### src/include/gpc_regs.svh
/*
 * Constants for the general-purpose port: drive mode codes, edge
 * codes, matrix sources and pin counts per package.
 * Assumes inclusion by bare name from package and design files.
 */
`ifndef GPC_REGS_SVH
`define GPC_REGS_SVH

// Drive mode codes, three bits per pin
`define GPC_DM_OFF      3'h0
`define GPC_DM_INPUT    3'h1
`define GPC_DM_STRONG   3'h2
`define GPC_DM_RES_UP   3'h3
`define GPC_DM_RES_DN   3'h4
`define GPC_DM_OPEN_DR  3'h5
`define GPC_DM_OPEN_SRC 3'h6
`define GPC_DM_WEAK     3'h7
`define GPC_DM_W        3

// Interrupt edge codes, two bits per pin
`define GPC_EDGE_NONE   2'h0
`define GPC_EDGE_RISE   2'h1
`define GPC_EDGE_FALL   2'h2
`define GPC_EDGE_BOTH   2'h3
`define GPC_EDGE_W      2

// Matrix source zero is the output-data register
`define GPC_SRC_DATA    2'h0
`define GPC_SRC_W       2

// Pin counts per package
`define GPC_PINS_LARGE  8
`define GPC_PINS_SMALL  5

`endif

### src/include/gpc_pkg.sv
/*
 * Types for the general-purpose port.
 * Assumes gpc_regs.svh on the include path.
 */
`include "gpc_regs.svh"

package gpc_pkg;

    // Drive configuration of one pin
    typedef enum logic [2:0] {
        DM_OFF      = `GPC_DM_OFF,
        DM_INPUT    = `GPC_DM_INPUT,
        DM_STRONG   = `GPC_DM_STRONG,
        DM_RES_UP   = `GPC_DM_RES_UP,
        DM_RES_DN   = `GPC_DM_RES_DN,
        DM_OPEN_DR  = `GPC_DM_OPEN_DR,
        DM_OPEN_SRC = `GPC_DM_OPEN_SRC,
        DM_WEAK     = `GPC_DM_WEAK
    } gpc_mode_t;

    // Hold controller states, one-hot
    typedef enum logic [1:0] {
        ST_RUN  = 2'h1,
        ST_HELD = 2'h2
    } gpc_state_t;

endpackage : gpc_pkg

### src/rtl/gpc_pad_decode.sv
/*
 * Decodes one pin's drive mode and data into driver controls.
 * Assumes a pad with separate driver, pull and weak-keeper controls.
 */
`timescale 1ns/100ps

module gpc_pad_decode (
    // Configuration
    input  wire gpc_pkg::gpc_mode_t mode_i,
    input  wire logic               data_i,
    input  wire logic               out_dis_i,
    // Driver controls
    output logic                    drv_o,
    output logic                    lvl_o,
    output logic                    pu_o,
    output logic                    pd_o,
    output logic                    weak_o,
    output logic                    ie_o
);

    logic drv;

    // Mode table: driven level, pulls and input buffer
    always_comb begin
        drv    = 1'b0;
        lvl_o  = data_i;
        pu_o   = 1'b0;
        pd_o   = 1'b0;
        weak_o = 1'b0;
        ie_o   = (mode_i != gpc_pkg::DM_OFF);
        unique case (mode_i)
            gpc_pkg::DM_OFF, gpc_pkg::DM_INPUT: begin
                drv = 1'b0;
            end
            gpc_pkg::DM_STRONG: begin
                drv = 1'b1;
            end
            gpc_pkg::DM_RES_UP: begin
                drv  = ~data_i;
                pu_o = data_i;
            end
            gpc_pkg::DM_RES_DN: begin
                drv  = data_i;
                pd_o = ~data_i;
            end
            gpc_pkg::DM_OPEN_DR: begin
                drv = ~data_i;
            end
            gpc_pkg::DM_OPEN_SRC: begin
                drv = data_i;
            end
            gpc_pkg::DM_WEAK: begin
                weak_o = 1'b1;
                pu_o   = data_i;
                pd_o   = ~data_i;
            end
        endcase
    end

    // Output disable cuts the driver only
    assign drv_o = drv & ~out_dis_i;

endmodule : gpc_pad_decode

### src/rtl/gpc_port.sv
/*
 * General-purpose I/O port: drive modes, output data, pin state,
 * pin interrupts, signal matrix and sleep hold.
 * Assumes configuration ports held by software, clk_i running at the
 * low-frequency rate in sleep, and pad_in_i asynchronous.
 */
// Notes on behaviour
// Eight drive modes per pin
// CMOS or LVTTL input threshold per pin
// Input and output disables are independent
// Hold freezes pins at last driven state
// Per-pin slew-rate select
// Reset forces every pin disabled
// Output-data register and pin-state register
// Pin interrupt only when enabled
// One interrupt request per port
// Sleep either holds pins or keeps running
// Reset wake leaves pins high impedance
// Interrupt wake keeps held state until software
// Matrix selects data or peripheral per pin
// Fixed-function pins bypass the matrix
// Eight pins large package, five small
// Software configures, port applies settings
// Hold and wake detection need no fast clock
// Pending flag set by event, write-one clears
// Hold captures current drive when asserted
`timescale 1ns/100ps
`include "gpc_regs.svh"

module gpc_port #(
    parameter int           N_PINS     = `GPC_PINS_LARGE,
    parameter bit           LARGE_PKG  = 1'b1,
    parameter logic [7:0]   FIXED_MASK = 8'h00,
    parameter int           N_SRC      = 3
) (
    // Clock and reset
    input  wire logic                     clk_i,
    input  wire logic                     rst_i,
    // Pin configuration
    input  wire logic [3*N_PINS-1:0]      mode_i,
    input  wire logic [N_PINS-1:0]        thr_sel_i,
    input  wire logic [N_PINS-1:0]        in_dis_i,
    input  wire logic [N_PINS-1:0]        out_dis_i,
    input  wire logic [N_PINS-1:0]        slew_i,
    input  wire logic [2*N_PINS-1:0]      sel_i,
    // Output-data register
    input  wire logic                     dout_wr_i,
    input  wire logic [N_PINS-1:0]        dout_wdata_i,
    output logic      [N_PINS-1:0]        dout_o,
    output logic      [N_PINS-1:0]        pin_state_o,
    // Interrupts
    input  wire logic [N_PINS-1:0]        int_en_i,
    input  wire logic [2*N_PINS-1:0]      int_edge_i,
    input  wire logic [N_PINS-1:0]        int_clr_i,
    output logic      [N_PINS-1:0]        int_pend_o,
    output logic                          irq_o,
    // Peripheral sources
    input  wire logic [N_SRC*N_PINS-1:0]  per_out_i,
    input  wire logic [N_SRC*N_PINS-1:0]  per_oe_i,
    // Sleep control
    input  wire logic                     hold_i,
    input  wire logic                     sleep_i,
    input  wire logic                     retain_i,
    output logic                          held_o,
    // Pads
    input  wire logic [N_PINS-1:0]        pad_in_i,
    output logic      [N_PINS-1:0]        pad_out_o,
    output logic      [N_PINS-1:0]        pad_oe_n_o,
    output logic      [N_PINS-1:0]        pad_pu_o,
    output logic      [N_PINS-1:0]        pad_pd_o,
    output logic      [N_PINS-1:0]        pad_weak_o,
    output logic      [N_PINS-1:0]        pad_slew_o,
    output logic      [N_PINS-1:0]        pad_thr_o,
    output logic      [N_PINS-1:0]        pad_ie_o
);

    localparam int N_ACT = LARGE_PKG ? `GPC_PINS_LARGE : `GPC_PINS_SMALL;

    gpc_pkg::gpc_state_t state_q;
    gpc_pkg::gpc_state_t state_d;

    logic [N_PINS-1:0] act_mask;
    logic [N_PINS-1:0] pin_sync;
    logic [N_PINS-1:0] pin_prev_q;
    logic [N_PINS-1:0] rise;
    logic [N_PINS-1:0] fall;
    logic [N_PINS-1:0] hit;
    logic [N_PINS-1:0] pend_d;
    logic [N_PINS-1:0] out_d;
    logic [N_PINS-1:0] oe_n_d;
    logic [N_PINS-1:0] pu_d;
    logic [N_PINS-1:0] pd_d;
    logic [N_PINS-1:0] weak_d;
    logic [N_PINS-1:0] ie_d;
    logic              run;
    logic              hold_req;

    // Pin level synchroniser
    gpc_sync #(
        .WIDTH   (N_PINS)
    ) u_sync (
        .clk_i   (clk_i),
        .rst_i   (rst_i),
        .async_i (pad_in_i),
        .sync_o  (pin_sync)
    );

    // Hold request: explicit hold or retaining sleep
    assign hold_req = hold_i | (sleep_i & retain_i);
    assign run      = (state_q == gpc_pkg::ST_RUN);

    // Hold controller next state
    always_comb begin
        state_d = state_q;
        unique case (state_q)
            gpc_pkg::ST_RUN: begin
                if (hold_req) begin
                    state_d = gpc_pkg::ST_HELD;
                end
            end
            gpc_pkg::ST_HELD: begin
                // Released once hold_req drops: hold_i low and no retaining sleep
                if (!hold_req) begin
                    state_d = gpc_pkg::ST_RUN;
                end
            end
            default: begin
                state_d = gpc_pkg::ST_RUN;
            end
        endcase
    end

    // Hold state; reset always returns to running, pins off
    always_ff @(posedge clk_i) begin
        if (rst_i) begin
            state_q <= gpc_pkg::ST_RUN;
        end else begin
            state_q <= state_d;
        end
    end

    // Per-pin matrix, drive decode and edge detection
    genvar gi;
    generate
        for (gi = 0; gi < N_PINS; gi++) begin : g_pin
            logic [`GPC_SRC_W-1:0]  sel;
            logic [`GPC_EDGE_W-1:0] edg;
            logic                   src_dat;
            logic                   src_oe;
            logic                   drv;
            logic                   ie;
            logic                   lvl;
            gpc_pkg::gpc_mode_t     mode;

            // Pins beyond the package count stay disabled
            assign act_mask[gi] = (gi < N_ACT);
            assign mode = act_mask[gi]
                ? gpc_pkg::gpc_mode_t'(mode_i[`GPC_DM_W*gi +: `GPC_DM_W])
                : gpc_pkg::DM_OFF;
            assign sel = FIXED_MASK[gi]
                ? `GPC_SRC_W'(1)
                : sel_i[`GPC_SRC_W*gi +: `GPC_SRC_W];

            // Source zero is the data register
            always_comb begin
                src_dat = dout_o[gi];
                src_oe  = 1'b1;
                if (sel != `GPC_SRC_DATA) begin
                    src_dat = per_out_i[N_PINS*(int'(sel)-1) + gi];
                    src_oe  = per_oe_i[N_PINS*(int'(sel)-1) + gi];
                end
            end

            // Eight drive configurations
            gpc_pad_decode u_dec (
                .mode_i    (mode),
                .data_i    (src_dat),
                .out_dis_i (out_dis_i[gi] | ~src_oe),
                .drv_o     (drv),
                .lvl_o     (lvl),
                .pu_o      (pu_d[gi]),
                .pd_o      (pd_d[gi]),
                .weak_o    (weak_d[gi]),
                .ie_o      (ie)
            );

            // Input disable touches only the input buffer
            assign ie_d[gi]   = ie & ~in_dis_i[gi];
            assign oe_n_d[gi] = ~drv;
            assign out_d[gi]  = lvl;

            // Edge qualification per pin
            assign edg      = int_edge_i[`GPC_EDGE_W*gi +: `GPC_EDGE_W];
            assign rise[gi] = pin_sync[gi] & ~pin_prev_q[gi];
            assign fall[gi] = ~pin_sync[gi] & pin_prev_q[gi];
            assign hit[gi]  = act_mask[gi] & int_en_i[gi] & (
                ((edg == `GPC_EDGE_RISE) & rise[gi]) |
                ((edg == `GPC_EDGE_FALL) & fall[gi]) |
                ((edg == `GPC_EDGE_BOTH) & (rise[gi] | fall[gi])));
        end
    endgenerate

    // Output-data register written by software
    always_ff @(posedge clk_i) begin
        if (rst_i) begin
            dout_o <= '0;
        end else if (dout_wr_i) begin
            dout_o <= dout_wdata_i;
        end
    end

    // Pin-state register and edge history
    always_ff @(posedge clk_i) begin
        if (rst_i) begin
            pin_prev_q  <= '0;
            pin_state_o <= '0;
        end else begin
            pin_prev_q  <= pin_sync;
            pin_state_o <= pin_sync & pad_ie_o;
        end
    end

    // Pending flags: set wins over write-one clear
    assign pend_d = (int_pend_o & ~int_clr_i) | hit;

    // Pending flags and combined port request
    always_ff @(posedge clk_i) begin
        if (rst_i) begin
            int_pend_o <= '0;
            irq_o      <= 1'b0;
        end else begin
            int_pend_o <= pend_d;
            irq_o      <= |pend_d;
        end
    end

    // Pad controls; frozen while held, all off in reset
    always_ff @(posedge clk_i) begin
        if (rst_i) begin
            pad_out_o  <= '0;
            pad_oe_n_o <= '1;
            pad_pu_o   <= '0;
            pad_pd_o   <= '0;
            pad_weak_o <= '0;
            pad_ie_o   <= '0;
        end else if (run) begin
            pad_out_o  <= out_d;
            pad_oe_n_o <= oe_n_d;
            pad_pu_o   <= pu_d;
            pad_pd_o   <= pd_d;
            pad_weak_o <= weak_d;
            pad_ie_o   <= ie_d;
        end
        // Held flops need no edge to keep their level

    end

    // Slew and threshold selects follow the hold too
    always_ff @(posedge clk_i) begin
        if (rst_i) begin
            pad_slew_o <= '0;
            pad_thr_o  <= '0;
        end else if (run) begin
            pad_slew_o <= slew_i & act_mask;
            pad_thr_o  <= thr_sel_i & act_mask;
        end
    end

    // Hold status
    always_ff @(posedge clk_i) begin
        if (rst_i) begin
            held_o <= 1'b0;
        end else begin
            held_o <= (state_d == gpc_pkg::ST_HELD);
        end
    end

    // Pads all released one cycle into and after reset
    reset_off_a: assert property (
        @(posedge clk_i) $past(rst_i) |->
            (pad_oe_n_o == '1) && (pad_pu_o == '0) &&
            (pad_pd_o == '0) && (pad_ie_o == '0))
        else $error("pads not disabled after reset");

    // Held pins keep their drive unchanged
    hold_freeze_a: assert property (
        @(posedge clk_i) disable iff (rst_i)
        (!run && $past(!run)) |->
            $stable(pad_out_o) && $stable(pad_oe_n_o) &&
            $stable(pad_pu_o) && $stable(pad_pd_o))
        else $error("held pad state changed");

    // Entering hold keeps the last running drive
    hold_capture_a: assert property (
        @(posedge clk_i) disable iff (rst_i)
        (!rst_i && run && hold_req) |=> ##1
            (pad_oe_n_o == $past(pad_oe_n_o, 1)) && held_o)
        else $error("hold did not capture drive");

    // Qualified events raise their pending flag
    int_set_a: assert property (
        @(posedge clk_i) disable iff (rst_i)
        (hit != '0) |=> ((int_pend_o & $past(hit)) == $past(hit)))
        else $error("pin event lost");

    // No flag rises on a disabled pin
    int_gate_a: assert property (
        @(posedge clk_i) disable iff (rst_i)
        ##1 ((int_pend_o & ~$past(int_pend_o) & ~$past(int_en_i)) == '0))
        else $error("flag set without enable");

    // Write-one clear with no new event empties flags
    int_clear_a: assert property (
        @(posedge clk_i) disable iff (rst_i)
        (int_clr_i == '1 && hit == '0) |=> (int_pend_o == '0) ##1 !irq_o
            or (int_pend_o == '0) ##1 (irq_o == (|int_pend_o)))
        else $error("clear failed");

    // Port request mirrors any pending flag
    irq_merge_a: assert property (
        @(posedge clk_i) disable iff (rst_i)
        irq_o == (|int_pend_o))
        else $error("port request mismatch");

    // Input disable leaves the input buffer off
    in_dis_a: assert property (
        @(posedge clk_i) disable iff (rst_i)
        run |=> ((pad_ie_o & $past(in_dis_i)) == '0))
        else $error("input enabled while disabled");

    // Output disable leaves the driver off
    out_dis_a: assert property (
        @(posedge clk_i) disable iff (rst_i)
        run |=> ((~pad_oe_n_o & $past(out_dis_i)) == '0))
        else $error("driver on while disabled");

    // Data register takes the written word
    dout_write_a: assert property (
        @(posedge clk_i) disable iff (rst_i)
        dout_wr_i |=> (dout_o == $past(dout_wdata_i)))
        else $error("data register not written");

    // A strong-mode write reaches the pad in two cycles
    data_path_a: assert property (
        @(posedge clk_i) disable iff (rst_i)
        (dout_wr_i && run && !hold_req && mode_i[2:0] == `GPC_DM_STRONG
            && sel_i[1:0] == `GPC_SRC_DATA && !out_dis_i[0]
            && !FIXED_MASK[0]) ##1 (run && !hold_req
            && $stable(mode_i) && $stable(out_dis_i) && $stable(sel_i))
        |=> (pad_out_o[0] == $past(dout_wdata_i[0], 2)))
        else $error("data not driven on pin");

endmodule : gpc_port

### src/rtl/gpc_sync.sv
/*
 * Two-stage synchroniser for a vector of pin levels.
 * Assumes inputs asynchronous to clk_i; only stage two is read.
 */
`timescale 1ns/100ps

module gpc_sync #(
    parameter int WIDTH = 8
) (
    // Clock and reset
    input  wire logic             clk_i,
    input  wire logic             rst_i,
    // Levels
    input  wire logic [WIDTH-1:0] async_i,
    output logic      [WIDTH-1:0] sync_o
);

    logic [WIDTH-1:0] meta_q;

    // Two flops, first read only by second
    always_ff @(posedge clk_i) begin
        if (rst_i) begin
            meta_q <= '0;
            sync_o <= '0;
        end else begin
            meta_q <= async_i;
            sync_o <= meta_q;
        end
    end

endmodule : gpc_sync

### config.mk
export PLATFORM = sky130hd
export DESIGN_NAME = gpc_port
export DESIGN_NICKNAME = d
export VERILOG_FILES = /design/src/include/gpc_pkg.sv /design/src/rtl/gpc_pad_decode.sv /design/src/rtl/gpc_port.sv /design/src/rtl/gpc_sync.sv
export VERILOG_INCLUDE_DIRS = /design/src /design/src/include
export SDC_FILE = /design/constraint.sdc
export NUM_CORES = 1
export LEC_CHECK = 0
export BUFFER_PORTS_ARGS = -buffer_cell sky130_fd_sc_hd__buf_2
export CORE_MARGIN = 3
export CORE_UTILIZATION = 47
export CTS_CLUSTER_SIZE = 16
export DETAILED_ROUTE_END_ITERATION = 8
export PLACE_DENSITY = 0.81
export SYNTH_ARGS = -nofsm -noshare
export SYNTH_HDL_FRONTEND = slang
export SYNTH_HIERARCHICAL = 1
export SYNTH_SLANG_ARGS = --single-unit
### constraint.sdc
create_clock -name clk_i -period 2.48 [get_ports clk_i]
set_clock_uncertainty 0.2 [all_clocks]
set_input_delay 0.372 -clock clk_i [delete_from_list [all_inputs] [get_ports clk_i]]
set_output_delay 0.372 -clock clk_i [all_outputs]
set_load 0.01 [all_outputs]
# After elaboration in Yosys (flattened, before gate mapping)
# Index checks and enable logic that the tools add are counted.
[classes] reduce_logical=49 addsub=15 mux=99 bitwise=158 n_lt_le_gt_ge=8 eq_ne=75
[ops] op="3-bit equality test, second input constant" n=32
[ops] op="1-bit 2-to-1 mux" n=72
[ops] op="1-bit binary-select mux with 5-bit select" n=14
[ops] op="1-bit AND" n=65
[ops] op="2-bit OR reduction" n=32
[ops] op="1-bit NOT" n=56
[ops] op="7-bit less-than comparator, second input constant" n=7
[ops] op="3-bit by 2-bit equality test with 1-bit output, second input constant" n=16
[ops] op="2-bit equality test, second input constant" n=18
[ops] op="1-bit bitwise OR" n=33
[ops] op="6-bit by 4-bit adder with 7-bit output, second input constant" n=4
[ops] op="1-bit one-hot mux with 3 select lines" n=8
[ops] op="3-bit nonzero test" n=8
[ops] op="2-bit by 1-bit subtractor with 3-bit output, second input constant" n=8
[ops] op="2-bit by 1-bit equality test with 1-bit output, second input constant" n=9
[ops] op="8-bit AND" n=2
[ops] op="2-bit nonzero test" n=8
[ops] op="6-bit by 3-bit adder with 7-bit output, second input constant" n=2
[ops] op="8-bit NOT" n=1
[ops] op="8-bit bitwise OR" n=1
[ops] op="8-bit OR reduction" n=1
[ops] op="6-bit by 2-bit adder with 7-bit output, second input constant" n=1
[ops] op="6-bit by 7-bit less-than comparator with 1-bit output, second input constant" n=1
[ops] op="1-bit binary-select mux with 2-bit select" n=2
[ops] op="other kinds (2)" n=3
[totals] register_bits=116 elab_cells=421 inputBits=174

# Longest topological paths before layout
[depth] depth_word=11 mapped_depth=12 mapped_depth_nobuf=12

# Hierarchy
# Netlist, hierarchy kept.
[by_module_without_submodules] module="gpc_port" seq_area_each_um2=2001.9 area_each_um2=4503.1 cells_per_inst=497 n_inst=1
[by_module_without_submodules] module="gpc_pad_decode" seq_area_each_um2=0.0 area_each_um2=75.1 cells_per_inst=11 n_inst=8
[by_module_without_submodules] module="gpc_sync" seq_area_each_um2=320.3 area_each_um2=464.2 cells_per_inst=33 n_inst=1

# Worst setup path before layout
# OpenSTA, ideal clock, no wires.
[synth_path] path_kind="in2reg" start="in sel_i[0]" end="reg pad_oe_n_o[0]" setup_time_ns=0.117 slack_ns=0.336 path_buffers=0 arrival_ns=1.827 cell_stages=11 cell_sequence="inv_1 -> ha_1 -> mux2i_1 -> nor2_1 -> a31oi_1 -> o21ai_0 -> o21ai_1 -> a211oi_2 -> nand2_1 -> o21ai_0 -> nand2b_1"
[synth_between] elab_cells_between_ends=17
[synth_lines] item="start: declaration" line_no="gpc_port.sv:45" text="input wire logic [2*N_PINS-1:0] sel_i,"
[synth_lines] item="2-bit by 1-bit subtractor with 3-bit output" line_no="gpc_port.sv:169" text="src_dat = per_out_i[N_PINS*(int'(sel)-1) + gi];"
[synth_lines] item="1-bit binary-select mux with 2-bit select" line_no="gpc_port.sv:169"
[synth_lines] item="1-bit 2-to-1 mux (implied by the code) (2 in a row)" line_no="gpc_port.sv:169"
[synth_lines] item="1-bit 2-to-1 mux (*)" line_no="gpc_port.sv:168" text="if (sel != `GPC_SRC_DATA) begin"
[synth_lines] item="named net g_pin[0].src_dat" line_no="gpc_port.sv:148" text="logic src_dat;"
[synth_lines] item="1-bit NOT" line_no="gpc_pad_decode.sv:39, gpc_pad_decode.sv:47"
[synth_lines] item="1-bit one-hot mux with 3 select lines (*)" line_no="gpc_pad_decode.sv:31" text="unique case (mode_i)"
[synth_lines] item="1-bit AND (*)" line_no="gpc_pad_decode.sv:61" text="assign drv_o = drv & ~out_dis_i;"
[synth_lines] item="named net g_pin[0].drv" line_no="gpc_port.sv:150" text="logic drv;"
[synth_lines] item="1-bit NOT (*)" line_no="gpc_port.sv:189" text="assign oe_n_d[gi] = ~drv;"
[synth_lines] item="end signal: assignment" line_no="gpc_port.sv:248" text="pad_oe_n_o <= oe_n_d;"
[synth_lines] item="end: declaration" line_no="gpc_port.sv:68" text="output logic [N_PINS-1:0] pad_oe_n_o,"
# Mark *: on every way through the listed nets, which the timed path passes. The rest lies on a longest branch. The select of a mux whose other input is x is not followed.
# A chain may end at the register's enable or synchronous reset.

# Worst setup path in the final report
[layout_path] start="in sel_i[6]" end="reg pad_oe_n_o[3]"
[layout_between] elab_cells_between_ends=18
[layout_lines] item="2-bit by 1-bit subtractor with 3-bit output" line_no="gpc_port.sv:169"
[layout_lines] item="6-bit by 3-bit adder with 7-bit output" line_no="gpc_port.sv:169"
[layout_lines] item="1-bit binary-select mux with 5-bit select" line_no="gpc_port.sv:169"
[layout_lines] item="1-bit 2-to-1 mux (implied by the code) (2 in a row)" line_no="gpc_port.sv:169"
[layout_lines] item="1-bit 2-to-1 mux (*)" line_no="gpc_port.sv:168"
[layout_lines] item="named net g_pin[3].src_dat" line_no="gpc_port.sv:148"
[layout_lines] item="1-bit NOT" line_no="gpc_pad_decode.sv:39, gpc_pad_decode.sv:47"
[layout_lines] item="1-bit one-hot mux with 3 select lines (*)" line_no="gpc_pad_decode.sv:31"
[layout_lines] item="1-bit AND (*)" line_no="gpc_pad_decode.sv:61"
[layout_lines] item="named net g_pin[3].drv" line_no="gpc_port.sv:150"
[layout_lines] item="1-bit NOT (*)" line_no="gpc_port.sv:189"
# Marked as above.

==> results.yml <==
grt:
  grt_pass1_wl_um: 22900
  gr-usage-all-layers_pct: 21.8
  grt_overflow: 0
  grt_antenna_before_repair: 0
  grt_max_degree: 83
  grt_pass1_vias: 5015
timing:
  max_slew.worst_pin.slew_ps: 534
  relSlewSlack_pct: 64.4
  post-route-period-util_pct: 81.0
  setup_viol: 0
  setup_tns_ps: 0
  layout_min_cycle_time_ps: 2010
  fmax_ghz: 0.498
  drv_slew: 0
  rsz0062_at_grt: "false"
  finalHoldViolations: 0
yosys:
  syn_inst: 618
  ys_warn_count: 6
  syn_nets: 818
  synth_area_um2: 5570
  ys_seq_area_share_pct: 41.7
  synth_area_per_cell_um2: 9.01
  yosys.cell_types.count: 31
  ys_ff_latch: 116
critical_path:
  crit_slowest_cell: "ha_1"
  slowest_delay_ps: 390
  crit_chain: "buf_2, inv_1, ha_1, mux2i_1, nor2_1, a31oi_1, o21ai_0, nand2_1, o21ai_0, a211oi_2, nand2_1, o21ai_0, nand2b_1"
  crit_path_frequent_cell: "o21ai_0"
  cp.arrival_ps: 2100
  crit_type: "input pin to flip-flop"
  critPathLaunchType: "input pin"
  endpoint_kind: "flip-flop"
  crit_required_ps: 2570
  cp_num_buf_inv: 2
  crit_family: "compound AO/OA/AOI/OAI gates"
  path_max_fanout: 4
routing:
  drc: 0
  vias: 5267
  routed_via_density: 4.94
  drtIter0Drc: 231
  antenna_left: 0
  wire_per_inst_um: 13.7
  drtPass1Iterations: 4
  routed_wirelength_um: 14600
pwr:
  pwr_density_cell_nw_per_um2: 803
  p_leak_nw: 3.97
  ir_drop_v: 0.000556
placed_design:
  gp_congestion: 0.852
  dp_hpwl_um: 10600
  port_buffers: 263
  dp_cells: 1008
cts:
  cts_tree: "done"
  cts_setup_buffers: 0
  numCtsBuffers: 17
  clock_latency_ps: 400
  cts.clk_slew.worst_paths_ps: 50
  htree_levels: 4
  root_buffer: "clkbuf_16"
  hold_buffers: 26
  post_cts_resized: 0
  cts.sinks: 116
  clock_path_buffers: 2
layout:
  layout_commonest_cell: "buf_2"
  layout-drive-gt1-share_pct: 37.2
  syn2layout_area_growth_pct: 40.7
  final_cell_count_no_fill: 1066
  nets: 1110
  final_cell_mix: "262 x buf_2, 116 x dfxtp_1, 90 x nor2_1"
die:
  die_area_um2: 13200
  start_util_pct: 48.3
  num_rows: 39
  core-area_um2: 11500
  ioPinCount: 264
  die_h_um: 115
  dieWidth_um: 115
outcome:
  outcome: "completed"
run:
  drv_cap: 0
worst_hold_path:
  hold_path.class: "input pin to flip-flop"
report_power, final:
| part | switching [mW] | internal (mW) |
|---|---|---|
| Sequential | 0.134 | 2.11 |
| Clock | 0.811 | 1.44 |
| Combinational | 0.945 | 0.847 |
| Total | 1.89 | 4.40 |
synthesized netlist by cell type, drive strengths merged:
library cell  number  area share (%)
clkbuf             2            0.13
nand2b            16             1.8
o21bai             8             1.1
and2               8            0.90
nand3b             8             1.1
and2b              6            0.94
a21oi             36             3.3
nor2              90             6.1
nor3               1           0.090
dfxtp            116              42
and4               2            0.31
a211oi             9             1.9
mux2i             72              13
nand4b             8             1.3
a31oi             16             1.8
nand2             34             2.3
nor2b             10             1.4
xor2               8             1.3
ha                26             5.8
buf               27             3.2
o21ai             41             3.7
nor3b              8             1.1
inv               42             2.8
or3                8            0.90
and3              16             2.2
cells by family (layout without fill, tap and decap cells):
logic type                 after synthesis  in the layout  share of synthesized area (%)
buffers and inverters                   71            375                           6.13
DFF                                    116            116                           41.7
adders and majority gates               26             26                           5.84
other                                    0              1                              0
and+or+nand+nor                        215            215                           20.3
muxes                                   72             72                           12.9
AOI/OAI and AO/OA                      110            110                           11.8
xor gates and xnor gates                 8              8                           1.26
routing by layer:
layer  up-vias  wire (µm)  track usage, %
li1       2685          -               -
met1      2356       6100            24.6
met2       193       7010            36.5
met3        33       1140            7.79
met4         0        397            10.6
met5         -          0               0
area by class of cell:
| type | instances | area, µm² |
|---|---|---|
| Fill cell | 901 | 3680 |
| Multi-Input combinational cell | 431 | 2920 |
| Sequential cell | 116 | 2320 |
| Timing Repair Buffer | 302 | 1700 |
| Clock buffer | 23 | 478 |
| Tap cell | 143 | 179 |
| Inverter | 42 | 158 |
| Clock inverter | 8 | 77.6 |
| Antenna cell | 1 | 2.50 |
worst paths after layout:
| kind | from | endpoint | slack [ps] | cells past startpoint |
|---|---|---|---|---|
| worst max-delay path | sel_i[6] | pad_oe_n_o[3]$_SDFFE_PP1N_ | 470 | 13 |
| worst max register to register | u_sync/sync_o[7]$_SDFF_PP0_ | irq_o$_SDFF_PP0_ | 760 | 7 |
| worst min register to register | u_sync/meta_q[0]$_SDFF_PP0_ | u_sync/sync_o[0]$_SDFF_PP0_ | 240 | 1 |
| worst min-delay path | dout_wdata_i[2] | dout_o[2]$_SDFFE_PP0P_ | 20 | 3 |
registers in the layout, summed over array words and instances (netlist names), 2 cells and up:
name and cells:
pad_oe_n_o 8, u_sync/meta_q 8, pin_prev_q 8, int_pend_o 8
pad_pd_o 8, pad_out_o 8, state_q 2, pad_pu_o 8
u_sync/sync_o 8, dout_o 8, pin_state_o 8, pad_slew_o 8
pad_thr_o 8, pad_ie_o 8, pad_weak_o 8
stage by stage:
step / cell area [µm²] / setup WS [ps] / power (mW) / hold WS, ps / utilization, %
CTS: 7830 / 490 / 6.34 / 1.09 / 68.0
detailed placement: 7020 / 44.3 / 4.03 / 223 / 60.9
finish: 7840 / 471 / 6.29 / 19.2 / 68.0
global placement: 7020 / 141 / 4.00 / 220 / 60.9
floorplan: 5570 / 336 / 3.48 / 214 / -
global route: 7830 / 263 / 6.63 / 17.0 / 68.0
worst min-delay path, cell delays in order:
cell and delay, ps:
buf_2 70, mux2i_1 60, nor2_1 80
Note: power is estimated with default switching activity, not from simulation.
